`config.mk`:
```
export PLATFORM = sky130hd
export DESIGN_NAME = lcdhi_top
export DESIGN_NICKNAME = d
export VERILOG_FILES = /design/src/hw/lcdhi_pkg.sv /design/src/hw/lcdhi_fifo.sv /design/src/hw/lcdhi_sync.sv /design/src/hw/lcdhi_top.sv
export SDC_FILE = /design/constraint.sdc
export NUM_CORES = 1
export LEC_CHECK = 0
export BUFFER_PORTS_ARGS = -buffer_cell sky130_fd_sc_hd__buf_2
export CAP_MARGIN = 20
export CORE_MARGIN = 2
export CORE_UTILIZATION = 55
export DETAILED_ROUTE_END_ITERATION = 8
export GPL_ROUTABILITY_DRIVEN = 0
export PLACE_DENSITY = 0.72
export SYNTH_ARGS = -nofsm -noshare
export SYNTH_HDL_FRONTEND = slang
export SYNTH_SLANG_ARGS = --single-unit
export TNS_END_PERCENT = 20
```
`constraint.sdc`:
```
create_clock -name core_clk_i -period 4.86 [get_ports core_clk_i]
set_input_delay 0.486 -clock core_clk_i [delete_from_list [all_inputs] [get_ports core_clk_i]]
set_output_delay 0.486 -clock core_clk_i [all_outputs]
set_load 0.05 [all_outputs]
```
`src/hw/lcdhi_pkg.sv`:
```
// Purpose: shared constants of the lcd host interface
// Assumes: one 100 MHz core clock, host pins asynchronous to it
// Notes:   sync bus packs every host pin but e_rd into one vector
package lcdhi_pkg;
    localparam int          LCDHI_DBW       = 8;
    localparam int          LCDHI_FIFO_DEP  = 32;
    localparam int          LCDHI_FIFO_W    = 9;
    localparam int          LCDHI_SYNC_W    = 14;
    // positions in the synchronised pin vector
    localparam int          LCDHI_B_DB      = 0;
    localparam int          LCDHI_B_RSTN    = 8;
    localparam int          LCDHI_B_CLASS   = 9;
    localparam int          LCDHI_B_FAMILY  = 10;
    localparam int          LCDHI_B_CSN     = 11;
    localparam int          LCDHI_B_DC      = 12;
    localparam int          LCDHI_B_RW      = 13;
    localparam int          LCDHI_B_SCLK    = 6;
    localparam int          LCDHI_B_SDI     = 7;
    // idle levels: reset pin released, chip deselected, strobes idle
    localparam logic [13:0] LCDHI_SYNC_RST  = 14'h3900;
    localparam logic [7:0]  LCDHI_E_RST     = 8'h00;
    localparam logic [7:0]  LCDHI_DIR_CMD   = 8'hE8;
    localparam logic [7:0]  LCDHI_HIZ       = 8'hFF;
    localparam logic [2:0]  LCDHI_LAST_BIT  = 3'h7;
    localparam logic [7:0]  LCDHI_CNT_RST   = 8'h00;

    typedef enum logic [1:0] {
        LCDHI_SER_CMD  = 2'b00,
        LCDHI_SER_CNT  = 2'b01,
        LCDHI_SER_DATA = 2'b10
    } lcdhi_ser_e;
endpackage

```
`src/hw/lcdhi_fifo.sv`:
```
// Purpose: write-path buffer between host captures and the core
// Assumes: single clock, registered storage
// Notes:   in_ready_o drops when full, out_valid_o drops when empty
module lcdhi_fifo #(
    parameter int W     = 9,
    parameter int DEPTH = 32
) (
    // clock and reset
    input  wire logic         core_clk_i,
    input  wire logic         rst_i,
    // fill side
    input  wire logic         in_valid_i,
    output logic              in_ready_o,
    input  wire logic [W-1:0] in_data_i,
    // drain side
    output logic              out_valid_o,
    input  wire logic         out_ready_i,
    output logic      [W-1:0] out_data_o
);
    localparam int AW = $clog2(DEPTH);

    logic [W-1:0] mem [DEPTH];
    logic [AW:0]  wr_ptr_r;
    logic [AW:0]  rd_ptr_r;
    logic         push;
    logic         pop;

    assign in_ready_o  = (wr_ptr_r - rd_ptr_r) != (AW+1)'(DEPTH);
    assign out_valid_o = wr_ptr_r != rd_ptr_r;
    assign out_data_o  = mem[rd_ptr_r[AW-1:0]];
    assign push        = in_valid_i & in_ready_o;
    assign pop         = out_valid_o & out_ready_i;

    always_ff @(posedge core_clk_i) begin
        if (push) begin
            mem[wr_ptr_r[AW-1:0]] <= in_data_i;
        end
    end

    always_ff @(posedge core_clk_i) begin
        if (rst_i) begin
            wr_ptr_r <= '0;
            rd_ptr_r <= '0;
        end else begin
            if (push) begin
                wr_ptr_r <= wr_ptr_r + 1'b1;
            end
            if (pop) begin
                rd_ptr_r <= rd_ptr_r + 1'b1;
            end
        end
    end
endmodule

```
`src/hw/lcdhi_sync.sv`:
```
// Purpose: two-flop synchroniser bank for host pins
// Assumes: inputs are static or slow against core_clk_i
// Notes:   first stage is read only by the second stage
module lcdhi_sync #(
    parameter int              W       = 8,
    parameter logic [W-1:0]    RST_VAL = '0
) (
    // clock and reset
    input  wire logic          core_clk_i,
    input  wire logic          rst_i,
    // pins in, synchronised out
    input  wire logic [W-1:0]  async_i,
    output logic      [W-1:0]  sync_o
);
    logic [W-1:0] meta_r;

    always_ff @(posedge core_clk_i) begin
        if (rst_i) begin
            meta_r <= RST_VAL;
            sync_o <= RST_VAL;
        end else begin
            meta_r <= async_i;
            sync_o <= meta_r;
        end
    end
endmodule

```
`src/hw/lcdhi_top.sv`:
```
// Purpose: host port of a grayscale lcd driver (6800, 8080, 4-pin, 3-pin)
// Assumes: host pins asynchronous, strobes slow against the 100 MHz clock
// Notes:   bytes go to the core through a fifo; reads use a holding register
// Functional notes
// - class pin high parallel, low serial
// - family pin picks 6800/8080 or 4/3-pin
// - transfers accepted only while chip selected
// - deselected: ignore dc, strobes; bus released
// - serial deselect clears shifter and bit counter
// - dc high display data, low command
// - 6800: drive while E high, latch on fall
// - 8080: drive bus while read strobe low
// - serial: bit7 data, bit6 clock, rest released
// - serial mode is write only
// - reset pin low fully initialises logic
// - serial sampled on clock rise, msb first
// - first display read after address is dummy
module lcdhi_top
    import lcdhi_pkg::*;
(
    // clock and reset
    input  wire logic                 core_clk_i,
    input  wire logic                 rst_i,
    // host pins
    input  wire logic                 reset_in_low_i,
    input  wire logic                 interface_class_pin_i,
    input  wire logic                 bus_family_pin_i,
    input  wire logic                 chip_select_n_i,
    input  wire logic                 data_command_select_i,
    input  wire logic                 rw_wr_i,
    input  wire logic                 e_rd_i,
    input  wire logic [LCDHI_DBW-1:0] host_data_bus_i,
    output logic      [LCDHI_DBW-1:0] host_data_bus_o,
    output logic      [LCDHI_DBW-1:0] host_data_bus_oe_n_o,
    // write stream to the core
    output logic                      wr_valid_o,
    input  wire logic                 wr_ready_i,
    output logic      [LCDHI_DBW-1:0] wr_data_o,
    output logic                      wr_is_data_o,
    output logic                      busy_o,
    output logic                      col_adv_o,
    // read path from the core
    output logic                      rd_req_o,
    input  wire logic                 rd_valid_i,
    input  wire logic [LCDHI_DBW-1:0] rd_data_i,
    input  wire logic [LCDHI_DBW-1:0] status_i,
    output logic                      int_rst_o
);
    logic [LCDHI_SYNC_W-1:0] s;
    logic [LCDHI_SYNC_W-1:0] p_r;
    logic                    int_rst;
    logic                    par;
    logic                    m6800;
    logic                    cs_act;
    logic                    cs_act_p;
    logic [7:0]              db;
    logic [7:0]              db_p;
    logic                    e_eff;
    logic                    e_eff_p;
    logic                    wr_act;
    logic                    wr_act_p;
    logic                    rd_act;
    logic                    rd_act_p;
    logic                    cap_6800;
    logic                    cap_8080;
    logic                    rd_end;
    logic                    reading;
    logic                    sclk_rise;
    logic [7:0]              shift_r;
    logic [7:0]              shift_nxt;
    logic [2:0]              bit_cnt_r;
    logic                    byte_done;
    lcdhi_ser_e              ser_st_r;
    logic [7:0]              ser_cnt_r;
    logic                    ser_push;
    logic                    push_r;
    logic [8:0]              push_w_r;
    logic                    fifo_in_ready;
    logic [7:0]              holder_r;
    logic [7:0]              status_r;
    logic [7:0]              out_r;

    lcdhi_sync #(
        .W       (LCDHI_SYNC_W),
        .RST_VAL (LCDHI_SYNC_RST)
    ) u_sync (
        .core_clk_i (core_clk_i),
        .rst_i      (rst_i),
        .async_i    ({rw_wr_i, data_command_select_i, chip_select_n_i, bus_family_pin_i,
                      interface_class_pin_i, reset_in_low_i, host_data_bus_i}),
        .sync_o     (s)
    );

    // previous sample of the synchronised pins, for edge finding
    always_ff @(posedge core_clk_i) begin
        if (rst_i) begin
            p_r <= LCDHI_SYNC_RST;
        end else begin
            p_r <= s;
        end
    end

    // e_rd pin kept apart: its idle level differs between 6800 and 8080
    logic e_s;
    logic e_p_r;
    lcdhi_sync #(
        .W       (1),
        .RST_VAL (1'b0)
    ) u_sync_e (
        .core_clk_i (core_clk_i),
        .rst_i      (rst_i),
        .async_i    (e_rd_i),
        .sync_o     (e_s)
    );

    always_ff @(posedge core_clk_i) begin
        if (rst_i) begin
            e_p_r <= 1'b0;
        end else begin
            e_p_r <= e_s;
        end
    end

    assign int_rst   = rst_i | ~s[LCDHI_B_RSTN];
    assign int_rst_o = int_rst;
    assign par       = s[LCDHI_B_CLASS];
    assign m6800     = s[LCDHI_B_FAMILY];
    assign cs_act    = ~s[LCDHI_B_CSN];
    assign cs_act_p  = ~p_r[LCDHI_B_CSN];
    assign db        = s[LCDHI_B_DB +: 8];
    assign db_p      = p_r[LCDHI_B_DB +: 8];

    // strobes are gated by select, so E tied high with select as strobe works
    assign e_eff    = e_s & cs_act;
    assign e_eff_p  = e_p_r & cs_act_p;
    assign wr_act   = ~s[LCDHI_B_RW] & cs_act;
    assign wr_act_p = ~p_r[LCDHI_B_RW] & cs_act_p;
    assign rd_act   = ~e_s & cs_act;
    assign rd_act_p = ~e_p_r & cs_act_p;

    assign cap_6800 = par & m6800 & e_eff_p & ~e_eff & ~p_r[LCDHI_B_RW];
    assign cap_8080 = par & ~m6800 & wr_act_p & ~wr_act;
    assign rd_end   = par & (m6800 ? (e_eff_p & ~e_eff & p_r[LCDHI_B_RW])
                                   : (rd_act_p & ~rd_act));

    // drive only during a selected parallel read; serial never drives
    assign reading = par & cs_act & (m6800 ? (s[LCDHI_B_RW] & e_s) : ~e_s);
    assign host_data_bus_oe_n_o = reading ? 8'h00 : LCDHI_HIZ;
    assign host_data_bus_o      = out_r;

    // serial shifter: data on bit 7, clock on bit 6
    assign sclk_rise = ~par & cs_act & s[LCDHI_B_SCLK] & ~p_r[LCDHI_B_SCLK];
    assign shift_nxt = {shift_r[6:0], s[LCDHI_B_SDI]};
    assign byte_done = sclk_rise & (bit_cnt_r == LCDHI_LAST_BIT);

    always_ff @(posedge core_clk_i) begin
        if (int_rst || !cs_act || par) begin
            shift_r   <= '0;
            bit_cnt_r <= '0;
        end else if (sclk_rise) begin
            shift_r   <= shift_nxt;
            bit_cnt_r <= bit_cnt_r + 3'h1;
        end
    end

    // 3-pin framing: direction command, byte count, then display bytes
    always_ff @(posedge core_clk_i) begin
        if (int_rst || !cs_act || par || m6800) begin
            ser_st_r  <= LCDHI_SER_CMD;
            ser_cnt_r <= LCDHI_CNT_RST;
        end else if (byte_done) begin
            case (ser_st_r)
                LCDHI_SER_CMD: begin
                    if (shift_nxt == LCDHI_DIR_CMD) begin
                        ser_st_r <= LCDHI_SER_CNT;
                    end
                end
                LCDHI_SER_CNT: begin
                    ser_cnt_r <= shift_nxt;
                    ser_st_r  <= (shift_nxt == 8'h00) ? LCDHI_SER_CMD : LCDHI_SER_DATA;
                end
                LCDHI_SER_DATA: begin
                    ser_cnt_r <= ser_cnt_r - 8'h01;
                    if (ser_cnt_r == 8'h01) begin
                        ser_st_r <= LCDHI_SER_CMD;
                    end
                end
                default: begin
                    ser_st_r <= LCDHI_SER_CMD;
                end
            endcase
        end
    end

    // framing bytes of 3-pin mode are consumed here and not forwarded
    assign ser_push = byte_done & (m6800 | (ser_st_r == LCDHI_SER_DATA) |
                      ((ser_st_r == LCDHI_SER_CMD) & (shift_nxt != LCDHI_DIR_CMD)));

    // captured byte with its display/command tag
    always_ff @(posedge core_clk_i) begin
        if (int_rst) begin
            push_r   <= 1'b0;
            push_w_r <= '0;
        end else begin
            push_r <= cap_6800 | cap_8080 | ser_push;
            if (cap_6800 || cap_8080) begin
                push_w_r <= {p_r[LCDHI_B_DC], db_p};
            end else if (ser_push) begin
                push_w_r <= {m6800 ? s[LCDHI_B_DC] : (ser_st_r == LCDHI_SER_DATA),
                             shift_nxt};
            end
        end
    end

    // a byte arriving while full is lost; busy_o warns the host side
    lcdhi_fifo #(
        .W     (LCDHI_FIFO_W),
        .DEPTH (LCDHI_FIFO_DEP)
    ) u_fifo (
        .core_clk_i  (core_clk_i),
        .rst_i       (int_rst),
        .in_valid_i  (push_r),
        .in_ready_o  (fifo_in_ready),
        .in_data_i   (push_w_r),
        .out_valid_o (wr_valid_o),
        .out_ready_i (wr_ready_i),
        .out_data_o  ({wr_is_data_o, wr_data_o})
    );
    assign busy_o = ~fifo_in_ready;

    // bus holder: a display read returns the held byte, then refills from the core
    always_ff @(posedge core_clk_i) begin
        if (int_rst) begin
            holder_r <= '0;
            status_r <= '0;
            rd_req_o <= 1'b0;
        end else begin
            status_r <= status_i;
            rd_req_o <= rd_end & p_r[LCDHI_B_DC];
            if (rd_valid_i) begin
                holder_r <= rd_data_i;
            end
        end
    end

    always_ff @(posedge core_clk_i) begin
        if (int_rst) begin
            out_r     <= '0;
            col_adv_o <= 1'b0;
        end else begin
            out_r     <= s[LCDHI_B_DC] ? holder_r : status_r;
            col_adv_o <= (push_r & push_w_r[8]) | (rd_end & p_r[LCDHI_B_DC]);
        end
    end
endmodule

```
* Word-level counts from Yosys, hierarchy flattened *
Memories as Yosys holds them, arrays and structs flattened. A register that Yosys moved wholly into a read port is not among the register bits.
Cells that the tools add are included.

word-level totals
  memories = 1
  RAM bits = 288
  word-level logic and storage cells = 111
  flip-flop bits (word level) = 113
  output and inout port bits = 30

memory list
  memory      depth  bits a word  read ports  clocked after memory_dff  wr ports  line              RTL
  u_fifo.mem  32     9            1           1                         1         lcdhi_fifo.sv:22  logic [W-1:0] mem [DEPTH];

cells by class
  $add $sub $neg = 5
  bitwise gates (word level) = 50
  mux-type cells = 16
  equality and inequality tests = 10
  reductions and logical operators = 10

operators with widths
  cell                                                                count
  1-bit AND                                                           30
  9-bit two-way mux                                                   2
  8-bit two-way mux                                                   2
  8-bit one-hot mux with 2 select lines                               1
  1-bit NOT                                                           14
  6-bit by 1-bit adder with 6-bit output, second input constant       2
  5-bit two-way mux                                                   2
  8-bit by 1-bit == test with 1-bit output, second input constant     1
  8-bit == test, second input constant                                1
  8-bit logical NOT                                                   1
  8-bit != test, second input constant                                1
  8-bit by 1-bit subtractor with 8-bit output, second input constant  1
  2-bit two-way mux                                                   3
  6-bit != test                                                       1
  6-bit != test, second input constant                                1
  1-bit OR                                                            6
  2-bit one-hot mux with 3 select lines                               1
  6-bit subtractor                                                    1
  1-bit two-way mux                                                   5
  1-bit logical OR                                                    4
  2-bit != test, second input constant                                2
  2-bit nonzero test                                                  2
  3-bit by 1-bit adder with 3-bit output, second input constant       1
  3-bit == test, second input constant                                1
  5 further kinds                                                     5

* Depth between registers and ports, before layout *
  depth after elaboration = 9
  mapped depth = 9

* Hierarchy *
Synthesis repeated with hierarchy kept, for this count alone.

unflattened totals
  cell total of the unflattened synthesis = 954
  area, all modules = 15803.9 um^2

modules (own cells, without submodules)
  module                  cells an instance  seq. area each (um^2)  area an instance (um^2)  instances
  lcdhi_fifo              566                8988.6                 12046.6                  1
  lcdhi_top               326                1361.3                 2942.8                   1
  lcdhi_sync at u_sync    58                 560.5                  762.0                    1
  lcdhi_sync at u_sync_e  4                  40.0                   52.6                     1

* Least setup slack after synthesis *
OpenSTA, ideal clock, no wires.

  path type = register to output
  from = register u_fifo.rd_ptr_r[2]
  to = output busy_o
  required time = 4.374 ns
  data arrival time = 2.534 ns
  stages on the path, launching flop included = 7
  slack = 1.840 ns
  cell sequence = dfxtp_1 -> inv_1 -> ha_1 -> and3b_1 -> nor4_1 -> o2111ai_1 -> nor3_1

between the ends
  cells in the longest elaborated chain, start to end = 3

RTL lines
  item                    line              RTL
  from (decl)             lcdhi_fifo.sv:24  logic [AW:0] rd_ptr_r;
  from (signal assigned)  lcdhi_fifo.sv:49  rd_ptr_r <= rd_ptr_r + 1'b1;
  6-bit subtractor        lcdhi_fifo.sv:28  assign in_ready_o = (wr_ptr_r - rd_ptr_r) != (AW+1)'(DEPTH);
  6-bit != test           lcdhi_fifo.sv:28
  1-bit NOT               lcdhi_top.sv:229  assign busy_o = ~fifo_in_ready;
  to (decl)               lcdhi_top.sv:40   output logic busy_o,

No other way between the ends.

==> summary.txt <==
Logic synthesis
  • Most used DFF post-synth: edfxtp_1
  • Post-synth EDFFs: 288
  • Synth cell types: 51
  • Mean Syn Cell Area: 16.8 sq um
  • Syn. warnings: 0
  • Number of synthesized register bits: approximately 400
  • Post-synthesis sequential area ratio: slightly above 70%
  • Post-synth top area share: between 50 and 60%
  • Async S/R FF share, synth: 0%
  • Post-Syn Instances: 925
  • Synth top area cells: edfxtp_1 (56%), dfxtp_1 (15%), mux4_2 (13%)
  • Synth area leader: edfxtp_1
  • Syn_nets: ~1000
  • Netlist Area Pre-Place: 15600 sq um

Timing
  • Final setup vio count: 0
  • Slew margin rel.: between 30% and 40%
  • Final worst slack: approximately 0.99 ns
  • Skew final: between 0.01 and 0.015 ns
  • Worst-margin pin slew: about 0.96 ns
  • Fmax: about 260 MHz
  • Final hold violation count: 0
  • Worst hold slack: 0.136 ns
  • Final Critical Period: a little under 4 ns
  • Period utilization: 79.6%
  • Setup TNS Final: 0 ns
  • Max-slew violation count: 0
  • RSZ-0062 raised after global routing: no

Pwr
  • Maximum VDD drop: a little over 300 uV
  • P per Cell Area: between 300 and 400 nW/um^2
  • Leakage: 6.51 nW

Place
  • Place WS: between 1 and 1.5 ns
  • Placed Area: 16200 sq um
  • Detail Placement HPWL: roughly 19000 um
  • PortBufs: 64

Global route
  • First-pass GRT wire length: approximately 48000 um
  • Remaining Overflow, GRT: 0
  • Initial antenna violation count: 0
  • Tot GR Track Use: approximately 22%
  • Vias in the first global route: a little over 8000
  • Largest net degree at the start of global routing: 46

Run status
  • Status: finished clean

Finish
  • Layout fillers: 1966
  • Most common cell after layout, fill and taps aside: edfxtp_1
  • Synth-to-layout area growth: 13.4%
  • Most frequent cells in the layout: edfxtp_1 (288), dfxtp_1 (113), mux4_2 (90), nor2_1 (72), buf_2 (64)
  • Final instance area: between 15000 and 20000 sq um
  • Fin nets: roughly 1000
  • # diodes: 0
  • Layout cell share with drive strength beyond 1: between 20% and 30%

Critical path
  • CP Class: flop to output pin
  • WP data arrival: roughly 3.4 ns
  • Reg2reg path depth: 7
  • Critical Path Sink Type: output pin
  • Cell chain of the critical path: buf_4, mux4_2, mux4_2, mux2_2, buf_2
  • Worst R2R End: u_fifo.mem[16][2]$_DFFE_PP_
  • Worst path required time: ~4.4 ns
  • Worst path slowest cell: dfxtp_4
  • Crit start category: flop
  • CP max stage delay: between 0.7 and 0.8 ns
  • R2R Setup Slk: around 1.1 ns
  • Crit path top cell by count: mux4_2
  • CP Max Fanout: 33
  • R2r startpoint: u_fifo.wr_ptr_r[2]$_SDFFE_PP0P_

Route
  • Vias/cell: 5.74
  • Residual DRC: 0
  • Wire per inst: about 22 um
  • Post-Route WL: roughly 31000 um
  • DR vias: 8053
  • ANT nets after route: 0
  • Router iterations before antenna repair: 5
  • Drt initial violations: a little over 900

Floorplanning
  • Die ar.: 29700 sq um
  • I/O pin count: 65
  • Row Count: 61
  • Total core area: 27900 sq um
  • Die H: 172 um
  • Chip width: 172 um
  • Initial Util: between 50% and 60%

Clock tree
  • Worst skew pair latency: 0.53 ns
  • Depth of the CTS H-tree: 2
  • CTS clock-pin slew for the worst setup and hold paths: 0.06 ns
  • Clock tree buffer depth: 3
  • CTS tree: built
  • CTS Hold Buffers Added: 0
  • Post-CTS Setup Bufs: 0
  • CTS resizes: 0
  • Clk sinks: a little over 400
  • CTS root buffer: clkbuf_16
  • Num CTS Buffers: 42

Min path
  • Hold path cells: 2
  • Worst hold start: reset_in_low_i
  • Worst Hold End: u_sync.meta_r[8]$_SDFF_PP1_
  • Min-Delay Path Class: input port to flop

Flow run
  • Max-Cap Viols: 0
-- state kept, by name (all words and copies together), names as in the netlist, named ones only --
name,flops
push_r,1
u_sync.meta_r,14
ser_st_r,2
u_sync_e.meta_r,1
holder_r,8
bit_cnt_r,3
ser_cnt_r,8
col_adv_o,1
u_sync.sync_o,14
rd_req_o,1
host_data_bus_o,8
u_fifo.mem,288
p_r,11
u_fifo.rd_ptr_r,6
e_p_r,1
shift_r,7
u_fifo.wr_ptr_r,6
status_r,8
push_w_r,9
u_sync_e.sync_o,1
-- report_power, final --
group / internal, mW / switching (mW)
registers: 3.66 / 0.0108
clock network: 1.96 / 1.25
logic: 0.0334 / 0.0437
-- cell type report --
cell class	count	area, sq um	share of cell area (%)
timing repair buffer	80	465	2.64
multi-input combinational	451	4280	24.3
tap	378	473	2.68
clock buffer	54	1160	6.59
clock inverter	20	236	1.34
inverter	18	67.6	0.383
sequential	403	11000	62.1
-- cell usage after synthesis, types with 2 or more instances --
cell type	count
a211oi_1	3
a21o_1	5
a21oi_1	31
a31o_2	2
and2_1	9
and3_1	5
buf_1	12
buf_2	2
buf_4	14
buf_6	2
clkbuf_1	23
dfxtp_1	115
edfxtp_1	288
ha_1	17
inv_1	18
mux2_2	9
mux2i_1	26
mux4_2	90
nand2_1	44
nand2b_1	4
nand3_1	10
nand3b_1	4
nand4_1	5
nor2_1	72
nor2b_1	37
nor3_1	6
nor4b_1	2
o211ai_1	2
o21a_1	2
o21ai_0	19
o32ai_1	2
or2_2	13
or3_1	3
or4_1	2
xnor2_1	8
xor2_1	4
-- cell families after synthesis --
| logic type | count (synthesis) | synth area share (%) |
|---|---|---|
| AOI/OAI and AO/OA | 76 | 3.06 |
| adders and majority gates | 17 | 1.37 |
| xor gates and xnor gates | 12 | 0.675 |
| and+or+nand+nor | 221 | 7.01 |
| buffers and inverters | 71 | 2.16 |
| DFF | 403 | 70.4 |
| muxes | 125 | 15.3 |
-- critical path: cells and delay by family, from the launching register on --
kind	cells	cell delay, ns
buffers and inverters	2	0.61
DFF	1	0.78
muxes	3	1.43
-- how the worst max path moves through the flow --
stage / start / to / slack [ns] / depth (start not counted)
after floorplan: u_fifo.rd_ptr_r[2]$_SDFFE_PP0P_ / busy_o / 1.84 / 6
after global placement: u_fifo.wr_ptr_r[2]$_SDFFE_PP0P_ / u_fifo.mem[5][2]$_DFFE_PP_ / 1.22 / 7
after detailed placement: u_fifo.wr_ptr_r[2]$_SDFFE_PP0P_ / u_fifo.mem[5][0]$_DFFE_PP_ / 1.08 / 7
after CTS: flop / wr_data_o[4] / 0.94 / 5
after global routing: u_fifo.wr_ptr_r[2]$_SDFFE_PP0P_ / u_fifo.mem[8][6]$_DFFE_PP_ / 0.83 / 7
final: flop / wr_data_o[4] / 0.99 / 5
-- through the flow --
step	util (%)	power, mW	instances
after floorplan	-	3.79	925
after global placement	58.3	3.82	1330
after detailed placement	58.3	3.82	1330
after CTS	63.3	7.01	1404
after global routing	63.3	7.14	1404
final	63.3	6.95	1404
-- per-layer routing --
metal / GRT usage (%) / vias up / routed length [um]
met5: 0 / - / 0
met4: 7.49 / 0 / 879
met3: 4.19 / 59 / 2150
met2: 34.1 / 327 / 14300
met1: 31.5 / 3989 / 13600
li1: - / 3678 / -
Power figures use the tool's default switching activity.
